`config.mk`:
```
export PLATFORM = sky130hd
export DESIGN_NAME = fpps_sequencer
export DESIGN_NICKNAME = d
export VERILOG_FILES = /design/src/fpps_pkg.sv /design/src/fpps_sequencer.sv
export SDC_FILE = /design/constraint.sdc
export NUM_CORES = 2
export LEC_CHECK = 0
export ABC_AREA = 0
export BUFFER_PORTS_ARGS = -buffer_cell sky130_fd_sc_hd__buf_2
export CAP_MARGIN = 40
export CORE_MARGIN = 2
export CORE_UTILIZATION = 50
export DETAILED_ROUTE_END_ITERATION = 12
export PLACE_DENSITY = 0.72
export SYNTH_ARGS = -nofsm -noshare
export SYNTH_HDL_FRONTEND = slang
export SYNTH_SLANG_ARGS = --single-unit
```
`constraint.sdc`:
```
create_clock -name mclk -period 8.21 [get_ports mclk]
set_input_delay 1.642 -clock mclk [delete_from_list [all_inputs] [get_ports mclk]]
set_output_delay 1.642 -clock mclk [all_outputs]
set_load 0.05 [all_outputs]
```
`src/fpps_pkg.sv`:
```
// package: constants and types of the flash page program sequencer
`default_nettype none

package fpps_pkg;
    // ------------------------------------------------------------
    // bus and page geometry
    // ------------------------------------------------------------
    localparam int ADDR_W = 12;
    localparam int DATA_W = 32;
    localparam int STRB_W = 4;
    localparam int WORD_W = 128;
    localparam int PAGE_WORDS = 8;
    localparam int PAGE_DW = 32;
    localparam int IDX_W = 3;
    localparam int CNT_W = 4;
    localparam int DWI_W = 5;
    localparam int PAGE_W = 6;
    localparam int REGION_W = 3;
    localparam int REGION_N = 8;
    localparam int ARR_AW = 9;

    // ------------------------------------------------------------
    // register map
    // ------------------------------------------------------------
    localparam logic [ADDR_W-1:0] OFS_MODE = 12'h000;
    localparam logic [ADDR_W-1:0] OFS_CMD = 12'h004;
    localparam logic [ADDR_W-1:0] OFS_STATUS = 12'h008;
    localparam logic [ADDR_W-1:0] OFS_MASK = 12'h00C;
    localparam logic [ADDR_W-1:0] OFS_LOCK = 12'h010;
    localparam logic [ADDR_W-1:0] OFS_LATCH = 12'h100;
    localparam logic [ADDR_W-1:0] LATCH_SPAN = 12'h07F;

    // ------------------------------------------------------------
    // fields
    // ------------------------------------------------------------
    localparam int MODE_RDY_IE = 0;
    localparam int ST_READY = 0;
    localparam int EV_LSB = 1;
    localparam int EV_W = 4;
    localparam int EV_DONE = 0;
    localparam int EV_CMD = 1;
    localparam int EV_LOCK = 2;
    localparam int EV_FLASH = 3;
    localparam int CMD_LSB = 0;
    localparam int CMD_W = 8;
    localparam int ARG_LSB = 8;
    localparam int KEY_LSB = 24;
    localparam int KEY_W = 8;
    localparam logic [KEY_W-1:0] KEY_VALUE = 8'hC3;
    localparam logic [CMD_W-1:0] CMD_WP = 8'h01;
    localparam logic [CMD_W-1:0] CMD_LOCK = 8'h08;
    localparam logic [CMD_W-1:0] CMD_UNLOCK = 8'h09;
    localparam logic [1:0] RESP_OKAY = 2'h0;
    localparam logic [1:0] RESP_SLVERR = 2'h2;

    // ------------------------------------------------------------
    // timing
    // ------------------------------------------------------------
    localparam int CLK_NS = 50;
    localparam int PGM_STD_NS = 3000;
    localparam int PGM_OPT_NS = 1000;
    localparam int PGM_STD_CYC = (PGM_STD_NS + CLK_NS - 1) / CLK_NS;
    localparam int PGM_OPT_CYC = (PGM_OPT_NS + CLK_NS - 1) / CLK_NS;
    localparam int TMR_W = 8;

    typedef enum logic [2:0] {S_IDLE, S_PROG, S_WAIT, S_VREQ, S_VWAIT, S_VCHK, S_DONE} fpps_state_t;
endpackage

`default_nettype wire

```
`src/fpps_sequencer.sv`:
```
// flash page program sequencer with AXI4-Lite register slave
// Contract
// - ready flag rises when programming finishes
// - ready interrupt fires when enabled and ready rises
// - bad key on command write sets command error
// - locked page gives lock error, no programming
// - verify after programming, failure sets flash error
// - one page per operation only
// - full or partial page programming supported
// - latch zeros are cleared in the array
// - array access blocked while programming; host stays off
// - count 128-bit words to program, choose procedure
// - single word uses shortened program time
// - two or more words use standard procedure
//
// The register offsets and the AXI4-Lite slave port were decided locally.
`default_nettype none

module fpps_sequencer (
    // clock and reset
    input wire logic mclk,
    input wire logic rst_n,
    // axi4-lite write address
    input wire logic [fpps_pkg::ADDR_W-1:0] awaddr,
    input wire logic awvalid,
    output var logic awready,
    // axi4-lite write data
    input wire logic [fpps_pkg::DATA_W-1:0] wdata,
    input wire logic [fpps_pkg::STRB_W-1:0] wstrb,
    input wire logic wvalid,
    output var logic wready,
    // axi4-lite write response
    output var logic [1:0] bresp,
    output var logic bvalid,
    input wire logic bready,
    // axi4-lite read
    input wire logic [fpps_pkg::ADDR_W-1:0] araddr,
    input wire logic arvalid,
    output var logic arready,
    output var logic [fpps_pkg::DATA_W-1:0] rdata,
    output var logic [1:0] rresp,
    output var logic rvalid,
    input wire logic rready,
    // flash array side
    output var logic arrPgmStrobe,
    output var logic arrRdStrobe,
    output var logic [fpps_pkg::ARR_AW-1:0] arrAddr,
    output var logic [fpps_pkg::WORD_W-1:0] arrWrData,
    input wire logic [fpps_pkg::WORD_W-1:0] arrRdData,
    output var logic arrAccessBlock,
    // status
    output var logic flashReadyFlag,
    output var logic irq
);
    import fpps_pkg::*;

    localparam int OPT_DLY = PGM_OPT_CYC + 1;
    localparam int STD_DLY = PGM_STD_CYC + 1;

    // ------------------------------------------------------------
    // decode helpers
    // ------------------------------------------------------------
    function automatic logic [DATA_W-1:0] mergeStrb(input logic [DATA_W-1:0] oldV,
                                                    input logic [DATA_W-1:0] newV,
                                                    input logic [STRB_W-1:0] strb);
        logic [DATA_W-1:0] v;
        v = oldV;
        for (int b = 0; b < STRB_W; b++) begin
            if (strb[b]) begin
                v[8*b +: 8] = newV[8*b +: 8];
            end
        end
        return v;
    endfunction

    function automatic logic isLatch(input logic [ADDR_W-1:0] a);
        return (a & ~LATCH_SPAN) == OFS_LATCH;
    endfunction

    function automatic logic isMapped(input logic [ADDR_W-1:0] a);
        return isLatch(a) || a == OFS_MODE || a == OFS_CMD || a == OFS_STATUS
            || a == OFS_MASK || a == OFS_LOCK;
    endfunction

    // ------------------------------------------------------------
    // state
    // ------------------------------------------------------------
    logic [DATA_W-1:0] latch [PAGE_DW];
    logic [WORD_W-1:0] pageWord [PAGE_WORDS];
    logic [PAGE_WORDS-1:0] wordBlank;
    logic [ADDR_W-1:0] awAddrReg;
    logic [DATA_W-1:0] wDataReg;
    logic [STRB_W-1:0] wStrbReg;
    fpps_state_t stateReg;
    logic optReg;
    logic [IDX_W-1:0] idxReg;
    logic [PAGE_W-1:0] pageReg;
    logic [TMR_W-1:0] timerReg;
    logic modeReg;
    logic [EV_W-1:1] maskReg;
    logic [REGION_N-1:0] lockReg;
    logic [EV_W-1:0] evtReg;
    logic [EV_W-1:0] evtNext;
    logic [EV_W-1:0] evtSet;
    logic [EV_W-1:0] evtClr;
    logic [CNT_W-1:0] nonBlankCnt;
    logic [IDX_W-1:0] firstIdx;
    logic [DATA_W-1:0] rdVal;
    logic wrPulse;
    logic cmdWr;
    logic keyOk;
    logic [DATA_W-1:0] cmdWord;
    logic [CMD_W-1:0] cmdCode;
    logic [PAGE_W-1:0] cmdPage;
    logic [REGION_W-1:0] cmdRegion;
    logic cmdBad;
    logic wpLocked;
    logic wpStart;
    logic mismatch;

    // ------------------------------------------------------------
    // latch words and word count
    // ------------------------------------------------------------
    for (genvar i = 0; i < PAGE_WORDS; i++) begin : g_word
        assign pageWord[i] = {latch[4*i+3], latch[4*i+2], latch[4*i+1], latch[4*i]};
        assign wordBlank[i] = &pageWord[i];
    end

    always_comb begin
        nonBlankCnt = '0;
        firstIdx = '0;
        for (int i = PAGE_WORDS - 1; i >= 0; i--) begin
            if (!wordBlank[i]) begin
                nonBlankCnt = nonBlankCnt + 1'b1;
                firstIdx = IDX_W'(i);
            end
        end
    end

    // ------------------------------------------------------------
    // axi4-lite slave
    // ------------------------------------------------------------
    assign wrPulse = !awready && !wready && !bvalid;

    always_ff @(posedge mclk or negedge rst_n) begin
        if (!rst_n) begin
            awready <= 1'b1;
            wready <= 1'b1;
            bvalid <= 1'b0;
            bresp <= RESP_OKAY;
            awAddrReg <= '0;
            wDataReg <= '0;
            wStrbReg <= '0;
        end else begin
            if (awvalid && awready) begin
                awAddrReg <= awaddr;
                awready <= 1'b0;
            end
            if (wvalid && wready) begin
                wDataReg <= wdata;
                wStrbReg <= wstrb;
                wready <= 1'b0;
            end
            if (wrPulse) begin
                bvalid <= 1'b1;
                bresp <= isMapped(awAddrReg) ? RESP_OKAY : RESP_SLVERR;
            end
            if (bvalid && bready) begin
                bvalid <= 1'b0;
                awready <= 1'b1;
                wready <= 1'b1;
            end
        end
    end

    always_comb begin
        rdVal = '0;
        if (isLatch(araddr)) begin
            rdVal = latch[araddr[DWI_W+1:2]];
        end else begin
            case (araddr)
                OFS_MODE: rdVal[MODE_RDY_IE] = modeReg;
                OFS_STATUS: rdVal[EV_LSB +: EV_W] = evtReg;
                OFS_MASK: rdVal[EV_LSB+1 +: EV_W-1] = maskReg;
                OFS_LOCK: rdVal[REGION_N-1:0] = lockReg;
                default: rdVal = '0;
            endcase
            if (araddr == OFS_STATUS) begin
                rdVal[ST_READY] = flashReadyFlag;
            end
        end
    end

    always_ff @(posedge mclk or negedge rst_n) begin
        if (!rst_n) begin
            arready <= 1'b1;
            rvalid <= 1'b0;
            rdata <= '0;
            rresp <= RESP_OKAY;
        end else begin
            if (arvalid && arready) begin
                arready <= 1'b0;
                rvalid <= 1'b1;
                rdata <= rdVal;
                rresp <= isMapped(araddr) ? RESP_OKAY : RESP_SLVERR;
            end
            if (rvalid && rready) begin
                rvalid <= 1'b0;
                arready <= 1'b1;
            end
        end
    end

    // ------------------------------------------------------------
    // command decode
    // ------------------------------------------------------------
    assign cmdWord = mergeStrb('0, wDataReg, wStrbReg);
    assign cmdCode = cmdWord[CMD_LSB +: CMD_W];
    assign cmdPage = cmdWord[ARG_LSB +: PAGE_W];
    assign cmdRegion = cmdPage[PAGE_W-1 -: REGION_W];
    assign cmdWr = wrPulse && awAddrReg == OFS_CMD;
    assign keyOk = cmdWord[KEY_LSB +: KEY_W] == KEY_VALUE;
    // bad key is reported even while busy; valid commands are dropped unless ready
    assign cmdBad = cmdWr && (!keyOk || !(cmdCode == CMD_WP || cmdCode == CMD_LOCK
        || cmdCode == CMD_UNLOCK));
    assign wpLocked = cmdWr && keyOk && flashReadyFlag && cmdCode == CMD_WP && lockReg[cmdRegion];
    assign wpStart = cmdWr && keyOk && flashReadyFlag && cmdCode == CMD_WP && !lockReg[cmdRegion];
    assign mismatch = |(~pageWord[idxReg] & arrRdData);

    always_ff @(posedge mclk or negedge rst_n) begin
        if (!rst_n) begin
            lockReg <= '0;
        end else if (cmdWr && keyOk && flashReadyFlag) begin
            if (cmdCode == CMD_LOCK) begin
                lockReg[cmdRegion] <= 1'b1;
            end else if (cmdCode == CMD_UNLOCK) begin
                lockReg[cmdRegion] <= 1'b0;
            end
        end
    end

    // ------------------------------------------------------------
    // program sequencer
    // ------------------------------------------------------------
    always_ff @(posedge mclk or negedge rst_n) begin
        if (!rst_n) begin
            stateReg <= S_IDLE;
            optReg <= 1'b0;
            idxReg <= '0;
            pageReg <= '0;
            timerReg <= '0;
            flashReadyFlag <= 1'b1;
            arrAccessBlock <= 1'b0;
            arrPgmStrobe <= 1'b0;
            arrRdStrobe <= 1'b0;
            arrAddr <= '0;
            arrWrData <= '0;
        end else begin
            arrPgmStrobe <= 1'b0;
            arrRdStrobe <= 1'b0;
            case (stateReg)
                S_IDLE: begin
                    if (wpStart) begin
                        optReg <= nonBlankCnt == CNT_W'(1);
                        idxReg <= nonBlankCnt == CNT_W'(1) ? firstIdx : '0;
                        pageReg <= cmdPage;
                        flashReadyFlag <= 1'b0;
                        arrAccessBlock <= 1'b1;
                        stateReg <= S_PROG;
                    end
                end
                S_PROG: begin
                    arrPgmStrobe <= 1'b1;
                    arrAddr <= {pageReg, idxReg};
                    arrWrData <= pageWord[idxReg];
                    timerReg <= optReg ? TMR_W'(PGM_OPT_CYC) : TMR_W'(PGM_STD_CYC);
                    stateReg <= S_WAIT;
                end
                S_WAIT: begin
                    if (timerReg == TMR_W'(1)) begin
                        stateReg <= S_VREQ;
                    end else begin
                        timerReg <= timerReg - 1'b1;
                    end
                end
                S_VREQ: begin
                    arrRdStrobe <= 1'b1;
                    stateReg <= S_VWAIT;
                end
                S_VWAIT: stateReg <= S_VCHK;
                S_VCHK: begin
                    // standard procedure walks every word of the page
                    if (optReg || idxReg == IDX_W'(PAGE_WORDS - 1)) begin
                        stateReg <= S_DONE;
                    end else begin
                        idxReg <= idxReg + 1'b1;
                        stateReg <= S_PROG;
                    end
                end
                S_DONE: begin
                    flashReadyFlag <= 1'b1;
                    arrAccessBlock <= 1'b0;
                    stateReg <= S_IDLE;
                end
                default: stateReg <= S_IDLE;
            endcase
        end
    end

    // ------------------------------------------------------------
    // latch buffer
    // ------------------------------------------------------------
    always_ff @(posedge mclk or negedge rst_n) begin
        if (!rst_n) begin
            for (int i = 0; i < PAGE_DW; i++) begin
                latch[i] <= '1;
            end
        end else if (stateReg == S_DONE) begin
            // back to erased pattern so the next page starts clean
            for (int i = 0; i < PAGE_DW; i++) begin
                latch[i] <= '1;
            end
        end else if (wrPulse && isLatch(awAddrReg) && flashReadyFlag) begin
            latch[awAddrReg[DWI_W+1:2]] <= mergeStrb(latch[awAddrReg[DWI_W+1:2]], wDataReg, wStrbReg);
        end
    end

    // ------------------------------------------------------------
    // control registers, events and interrupt
    // ------------------------------------------------------------
    always_comb begin
        evtSet = '0;
        evtSet[EV_DONE] = stateReg == S_DONE;
        evtSet[EV_CMD] = cmdBad;
        evtSet[EV_LOCK] = wpLocked;
        evtSet[EV_FLASH] = stateReg == S_VCHK && mismatch;
        evtClr = '0;
        if (wrPulse && awAddrReg == OFS_STATUS) begin
            evtClr = cmdWord[EV_LSB +: EV_W];
        end
        evtNext = (evtReg & ~evtClr) | evtSet; // set wins over clear
    end

    always_ff @(posedge mclk or negedge rst_n) begin
        if (!rst_n) begin
            modeReg <= 1'b0;
            maskReg <= '0;
            evtReg <= '0;
            irq <= 1'b0;
        end else begin
            evtReg <= evtNext;
            irq <= |(evtNext & {maskReg, modeReg});
            if (wrPulse && awAddrReg == OFS_MODE) begin
                modeReg <= cmdWord[MODE_RDY_IE];
            end
            if (wrPulse && awAddrReg == OFS_MASK) begin
                maskReg <= cmdWord[EV_LSB+1 +: EV_W-1];
            end
        end
    end
endmodule // fpps_sequencer

`default_nettype wire

```
==> impl_metrics.json, run 1 <==
{
  "cts_root_buf": "clkbuf_16",
  "globalplace.congestion": 1.07,
  "antenna_found_initial": 42,
  "grtUsageTotal_pct": 51.8,
  "numCtsBuffers": 148,
  "cts_hold_buffers": 0,
  "synth_fa_ha_area_share_pct": 0.215,
  "ys_ff_latch": 1290,
  "cts_buffer_depth": 3,
  "start_util_pct": 50.4,
  "haltStage": "detailed routing (5_2_route)",
  "post_cts_buffers": 0,
  "dp_hpwl_mm": 277,
  "yosys.area_share.simple_pct": 11.6,
  "syn_area_um2": 75700,
  "error_line": "Error: net895 2 pin not visited #guides = 195",
  "muxShareOfSynthArea_pct": 28.8,
  "syn_avg_cell_area_um2": 11.8,
  "dpl_cell_area_um2": 81100,
  "pin_count": 378,
  "grt_pass1_wl_mm": 546,
  "fp.dieW_um": 393,
  "portBuffers": 375,
  "first_global_vias": 64591,
  "gr-total-overflow": 0,
  "die_y_um": 393,
  "synth_cell_type_count": 71,
  "synth_compound_area_share_pct": 11.7,
  "status": "stopped before the end",
  "synth_top_family_by_area": "multiplexers",
  "synth_cells": 6387,
  "yosysWarnings": 0,
  "rows": 142,
  "synth_enable_flop_cells": 0,
  "cts_resized": 0,
  "htree_levels": 4,
  "yosys.area_share.xor_xnor_pct": 0.220,
  "cts.sinks": 1290,
  "synth_seq_area_share_pct": 44.4,
  "grt_max_degree": 164,
  "synth_top_flop_cell": "dfstp_2",
  "async_flop_share_pct": 100
}
[routing by layer]
metal and track usage, %:
met5 3.22, met4 28.6, met3 36.8, met2 66.6, met1 62.8
[cell families after synthesis]
group,Yosys count
AO/OA/AOI/OAI,1494
XOR/XNOR,14
buffers and inverters,587
other,1
adder cells (fa/ha/maj),13
AND/OR/NAND/NOR,1873
multiplexers,1115
flip-flops,1290
[cell usage after synthesis, types with 11 or more instances]
cell type,number,area (µm²)
dfrtp_1,262,6560
nand4_1,463,2900
mux4_1,22,578
a21oi_1,830,4150
buf_2,81,405
a22oi_1,145,1090
a22o_1,11,96.3
dfstp_2,1028,27000
nor4_1,118,738
nor2_1,890,3340
mux2_2,71,800
nor3_1,14,70.1
buf_1,53,199
nand3_1,27,135
clkbuf_1,415,1560
ha_1,13,163
mux4_2,813,18300
o21ai_1,45,225
o22a_1,225,1970
nand2_1,298,1120
mux2i_1,209,2090
o21ai_0,192,961
inv_1,22,82.6
[per-stage QoR]
step	hold slack (ps)	std cells	setup WS, ps
after global placement	451	8397	1710
after detailed placement	455	8474	1760
after global routing	483	8758	1210
after CTS	469	8741	1730
after floorplan	439	6388	3030
==> run 2, diff against run 1 <==
--- a/config.mk
+++ b/config.mk
@@ -9,9 +9,9 @@
 export BUFFER_PORTS_ARGS = -buffer_cell sky130_fd_sc_hd__buf_2
 export CAP_MARGIN = 40
 export CORE_MARGIN = 2
-export CORE_UTILIZATION = 50
+export CORE_UTILIZATION = 35
 export DETAILED_ROUTE_END_ITERATION = 12
-export PLACE_DENSITY = 0.72
+export PLACE_DENSITY_LB_ADDON = 0.15
 export SYNTH_ARGS = -nofsm -noshare
 export SYNTH_HDL_FRONTEND = slang
 export SYNTH_SLANG_ARGS = --single-unit
==> run 2 against run 1 <==
Against the previous run: the run now ends clean; area after synthesis is the same; global-route usage is 12 points lower; synthesized cell count unchanged.
==> impl_metrics.json, run 2 <==
{
  "status": "finished, final reports clean",
  "grt_max_degree": 153,
  "dp_cells": 9360,
  "drtPass1Iterations": 6,
  "pwr-share-comb_pct": 25.3,
  "first_global_vias": 64238,
  "critPathKind": "reg -> reg",
  "cts_tree": "built",
  "htree_levels": 4,
  "drt_wl_total_mm": 446,
  "ys_ff_latch": 1290,
  "layout-drive-gt1-share_pct": 44.2,
  "grt_pass1_wl_mm": 596,
  "reg.largest.list": "latch (1024), arrWrData (128)",
  "swShare_pct": 36.3,
  "cellInternalPower_w": 0.0120,
  "syn_area_um2": 75700,
  "clock.fmax_ghz": 0.146,
  "syn_avg_cell_area_um2": 11.8,
  "numCtsBuffers": 152,
  "final.setup.tns_ps": 0,
  "dr_total_vias": 68967,
  "synth_top_area_share_pct": 35.7,
  "r2r-start": "latch[47]$_DFFE_PN1P_",
  "synth_enable_flop_cells": 0,
  "yosysWarnings": 0,
  "grtUsageTotal_pct": 39.9,
  "clk_latency_ps": 850,
  "fp.dieW_um": 469,
  "async_flop_share_pct": 100,
  "r2r-end": "idxReg[2]$_DFFE_PN0P_",
  "p_seq_share_pct": 36.6,
  "synth_common_cells": "1,028 x dfstp_2, 890 x nor2_1, 830 x a21oi_1",
  "worstPathArrival_ps": 7630,
  "p_per_area_nw_per_um2": 213,
  "pin_count": 378,
  "synth_cell_type_count": 71,
  "critPathMaxFanout": 5,
  "rows": 170,
  "finalInstanceArea_um2": 88400,
  "coreArea_um2": 215000,
  "drt_iter0_drc": 10797,
  "finalCritPeriodShare_pct": 83.6,
  "required_ps": 8970,
  "synth_seq_area_share_pct": 44.4,
  "antenna_left": 0,
  "dp_hpwl_mm": 319,
  "globalplace.congestion": 1.04,
  "nets": 6901,
  "skew_ps": 28.1,
  "cts_buffer_depth": 3,
  "layout_min_cycle_time_ps": 6860,
  "p_sw_w": 0.00685,
  "die_y_um": 469,
  "top_register": "latch",
  "portBuffers": 375,
  "antenna_found_initial": 57,
  "start_util_pct": 35.2,
  "slew_headroom_pct": 24.7,
  "dpl_cell_area_um2": 83100,
  "via_per_inst": 7.12,
  "r2r_slack_ps": 1350,
  "ir_drop_mv": 0.309,
  "area_growth_pct": 16.9,
  "leakage_nw": 31.5,
  "largest_reg_flops": 1024,
  "drcViolationCount": 0,
  "cts_resized": 0,
  "synthTopCellsByArea": "dfstp_2 36%, mux4_2 24%, dfrtp_1 8.7%",
  "maxCapViolCount": 0,
  "cts.sinks": 1290,
  "p_clk_share_pct": 38.1,
  "grt_setup_unrepaired": "no",
  "worstMarginPinSlew_ps": 1130,
  "post_cts_buffers": 0,
  "final_cells": 9690,
  "synth_cells": 6387,
  "cts_hold_buffers": 0,
  "drv_slew": 0,
  "gr-total-overflow": 0,
  "path_clk_slew_ps": 60,
  "reg2reg_depth": 25,
  "synth.most_common_cell": "dfstp_2",
  "synth_top_cell_by_area": "dfstp_2",
  "cts_root_buf": "clkbuf_16",
  "fill_cells": 20311,
  "dieArea_um2": 220000,
  "min_path_type": "reg -> reg",
  "min_path_cells": 2,
  "setup_viol": 0,
  "hold_end": "arrAddr[4]$_DFFE_PN0P_",
  "end_kind": "flop",
  "layout_common_cells": "1,028 x dfstp_2, 856 x nor2_1, 830 x a21oi_1",
  "hold_path_startpoint": "arrAddr[4]$_DFFE_PN0P_",
  "wl_per_cell_um": 46.0,
  "synth_top_flop_cell": "dfstp_2",
  "start_kind": "flop",
  "final-hold-violation-count": 0,
  "layout.cells.most_common": "dfstp_2"
}
==> run 2: per-layer routing <==
layer | global-route usage [%] | wire length, µm
met5 | 0 | 299
met4 | 21.3 | 28800
met3 | 19.5 | 69100
met2 | 55.5 | 184000
met1 | 50.8 | 164000
==> run 2: cells by family after synthesis <==
kind of cell | count (synthesis) | share of synthesized area (%)
other | 1 | 0.00496
adders and majority gates | 13 | 0.215
buffers and inverters | 587 | 3.14
and+or+nand+nor | 1873 | 11.6
muxes | 1115 | 28.8
DFF | 1290 | 44.4
xor gates and xnor gates | 14 | 0.220
AOI/OAI and AO/OA | 1494 | 11.7
==> run 2: worst max-delay path by stage <==
| stage | from | endpoint | slack [ps] |
|---|---|---|---|
| after floorplan | latch[31]$_DFFE_PN1P_ | idxReg[2]$_DFFE_PN0P_ | 3030 |
| after global placement | latch[90]$_DFFE_PN1P_ | idxReg[2]$_DFFE_PN0P_ | 1470 |
| after detailed placement | latch[90]$_DFFE_PN1P_ | idxReg[2]$_DFFE_PN0P_ | 1600 |
| after CTS | latch[90]$_DFFE_PN1P_ | idxReg[2]$_DFFE_PN0P_ | 1560 |
| after global routing | latch[119]$_DFFE_PN1P_ | idxReg[2]$_DFFE_PN0P_ | 1130 |
| final | latch[47]$_DFFE_PN1P_ | idxReg[2]$_DFFE_PN0P_ | 1350 |
==> run 2: critical path, cell delays in order, from the launching register on <==
cell      delay, ps
dfstp_2         660
nand4_1         230
nor4_1          810
nand4_1         340
or2_2           420
ha_1            340
xnor2_1         370
inv_1           100
ha_1            280
o21a_1          120
a31o_2          230
ha_1            310
inv_1            90
a21oi_1          70
ha_1            310
o21ai_0         100
o21ai_2         150
ha_1            310
inv_1            70
o21ai_0          90
ha_1            320
nor2_1          150
or2b_2          310
o221ai_1        280
nand4_1         150
a31oi_1         180
==> run 2: power by group through the flow <==
stage               logic [W]  clock network [W]  registers, W
floorplan             0.00254                  0       0.00677
global placement      0.00442                  0       0.00699
detailed placement    0.00461                  0       0.00698
CTS                   0.00461            0.00722       0.00689
global route          0.00480            0.00745       0.00691
finish                0.00477            0.00717       0.00690
==> run 2: metrics by stage <==
stage	setup WS, ps	total power [W]	utilization, %	hold WS (ps)
detailed placement	1600	0.0116	38.7	458
global placement	1470	0.0114	38.0	456
floorplan	3030	0.00930	-	439
CTS	1560	0.0187	41.1	474
finish	1350	0.0188	41.2	469
global route	1130	0.0192	41.1	493
==> run 2: area by class of cell <==
class / instances / area [µm²] / share of cell area [%]
clock inverters: 52 / 622 / 0.703
clock buffers: 226 / 4470 / 5.05
flip-flops and latches: 1290 / 33600 / 38.0
well taps: 2838 / 3550 / 4.01
repair buffers: 716 / 5360 / 6.06
multi-input cells: 4511 / 40700 / 46.0
inverters: 22 / 82.6 / 0.0934
diodes: 35 / 87.6 / 0.0990
Power figures use the tool's default switching activity.
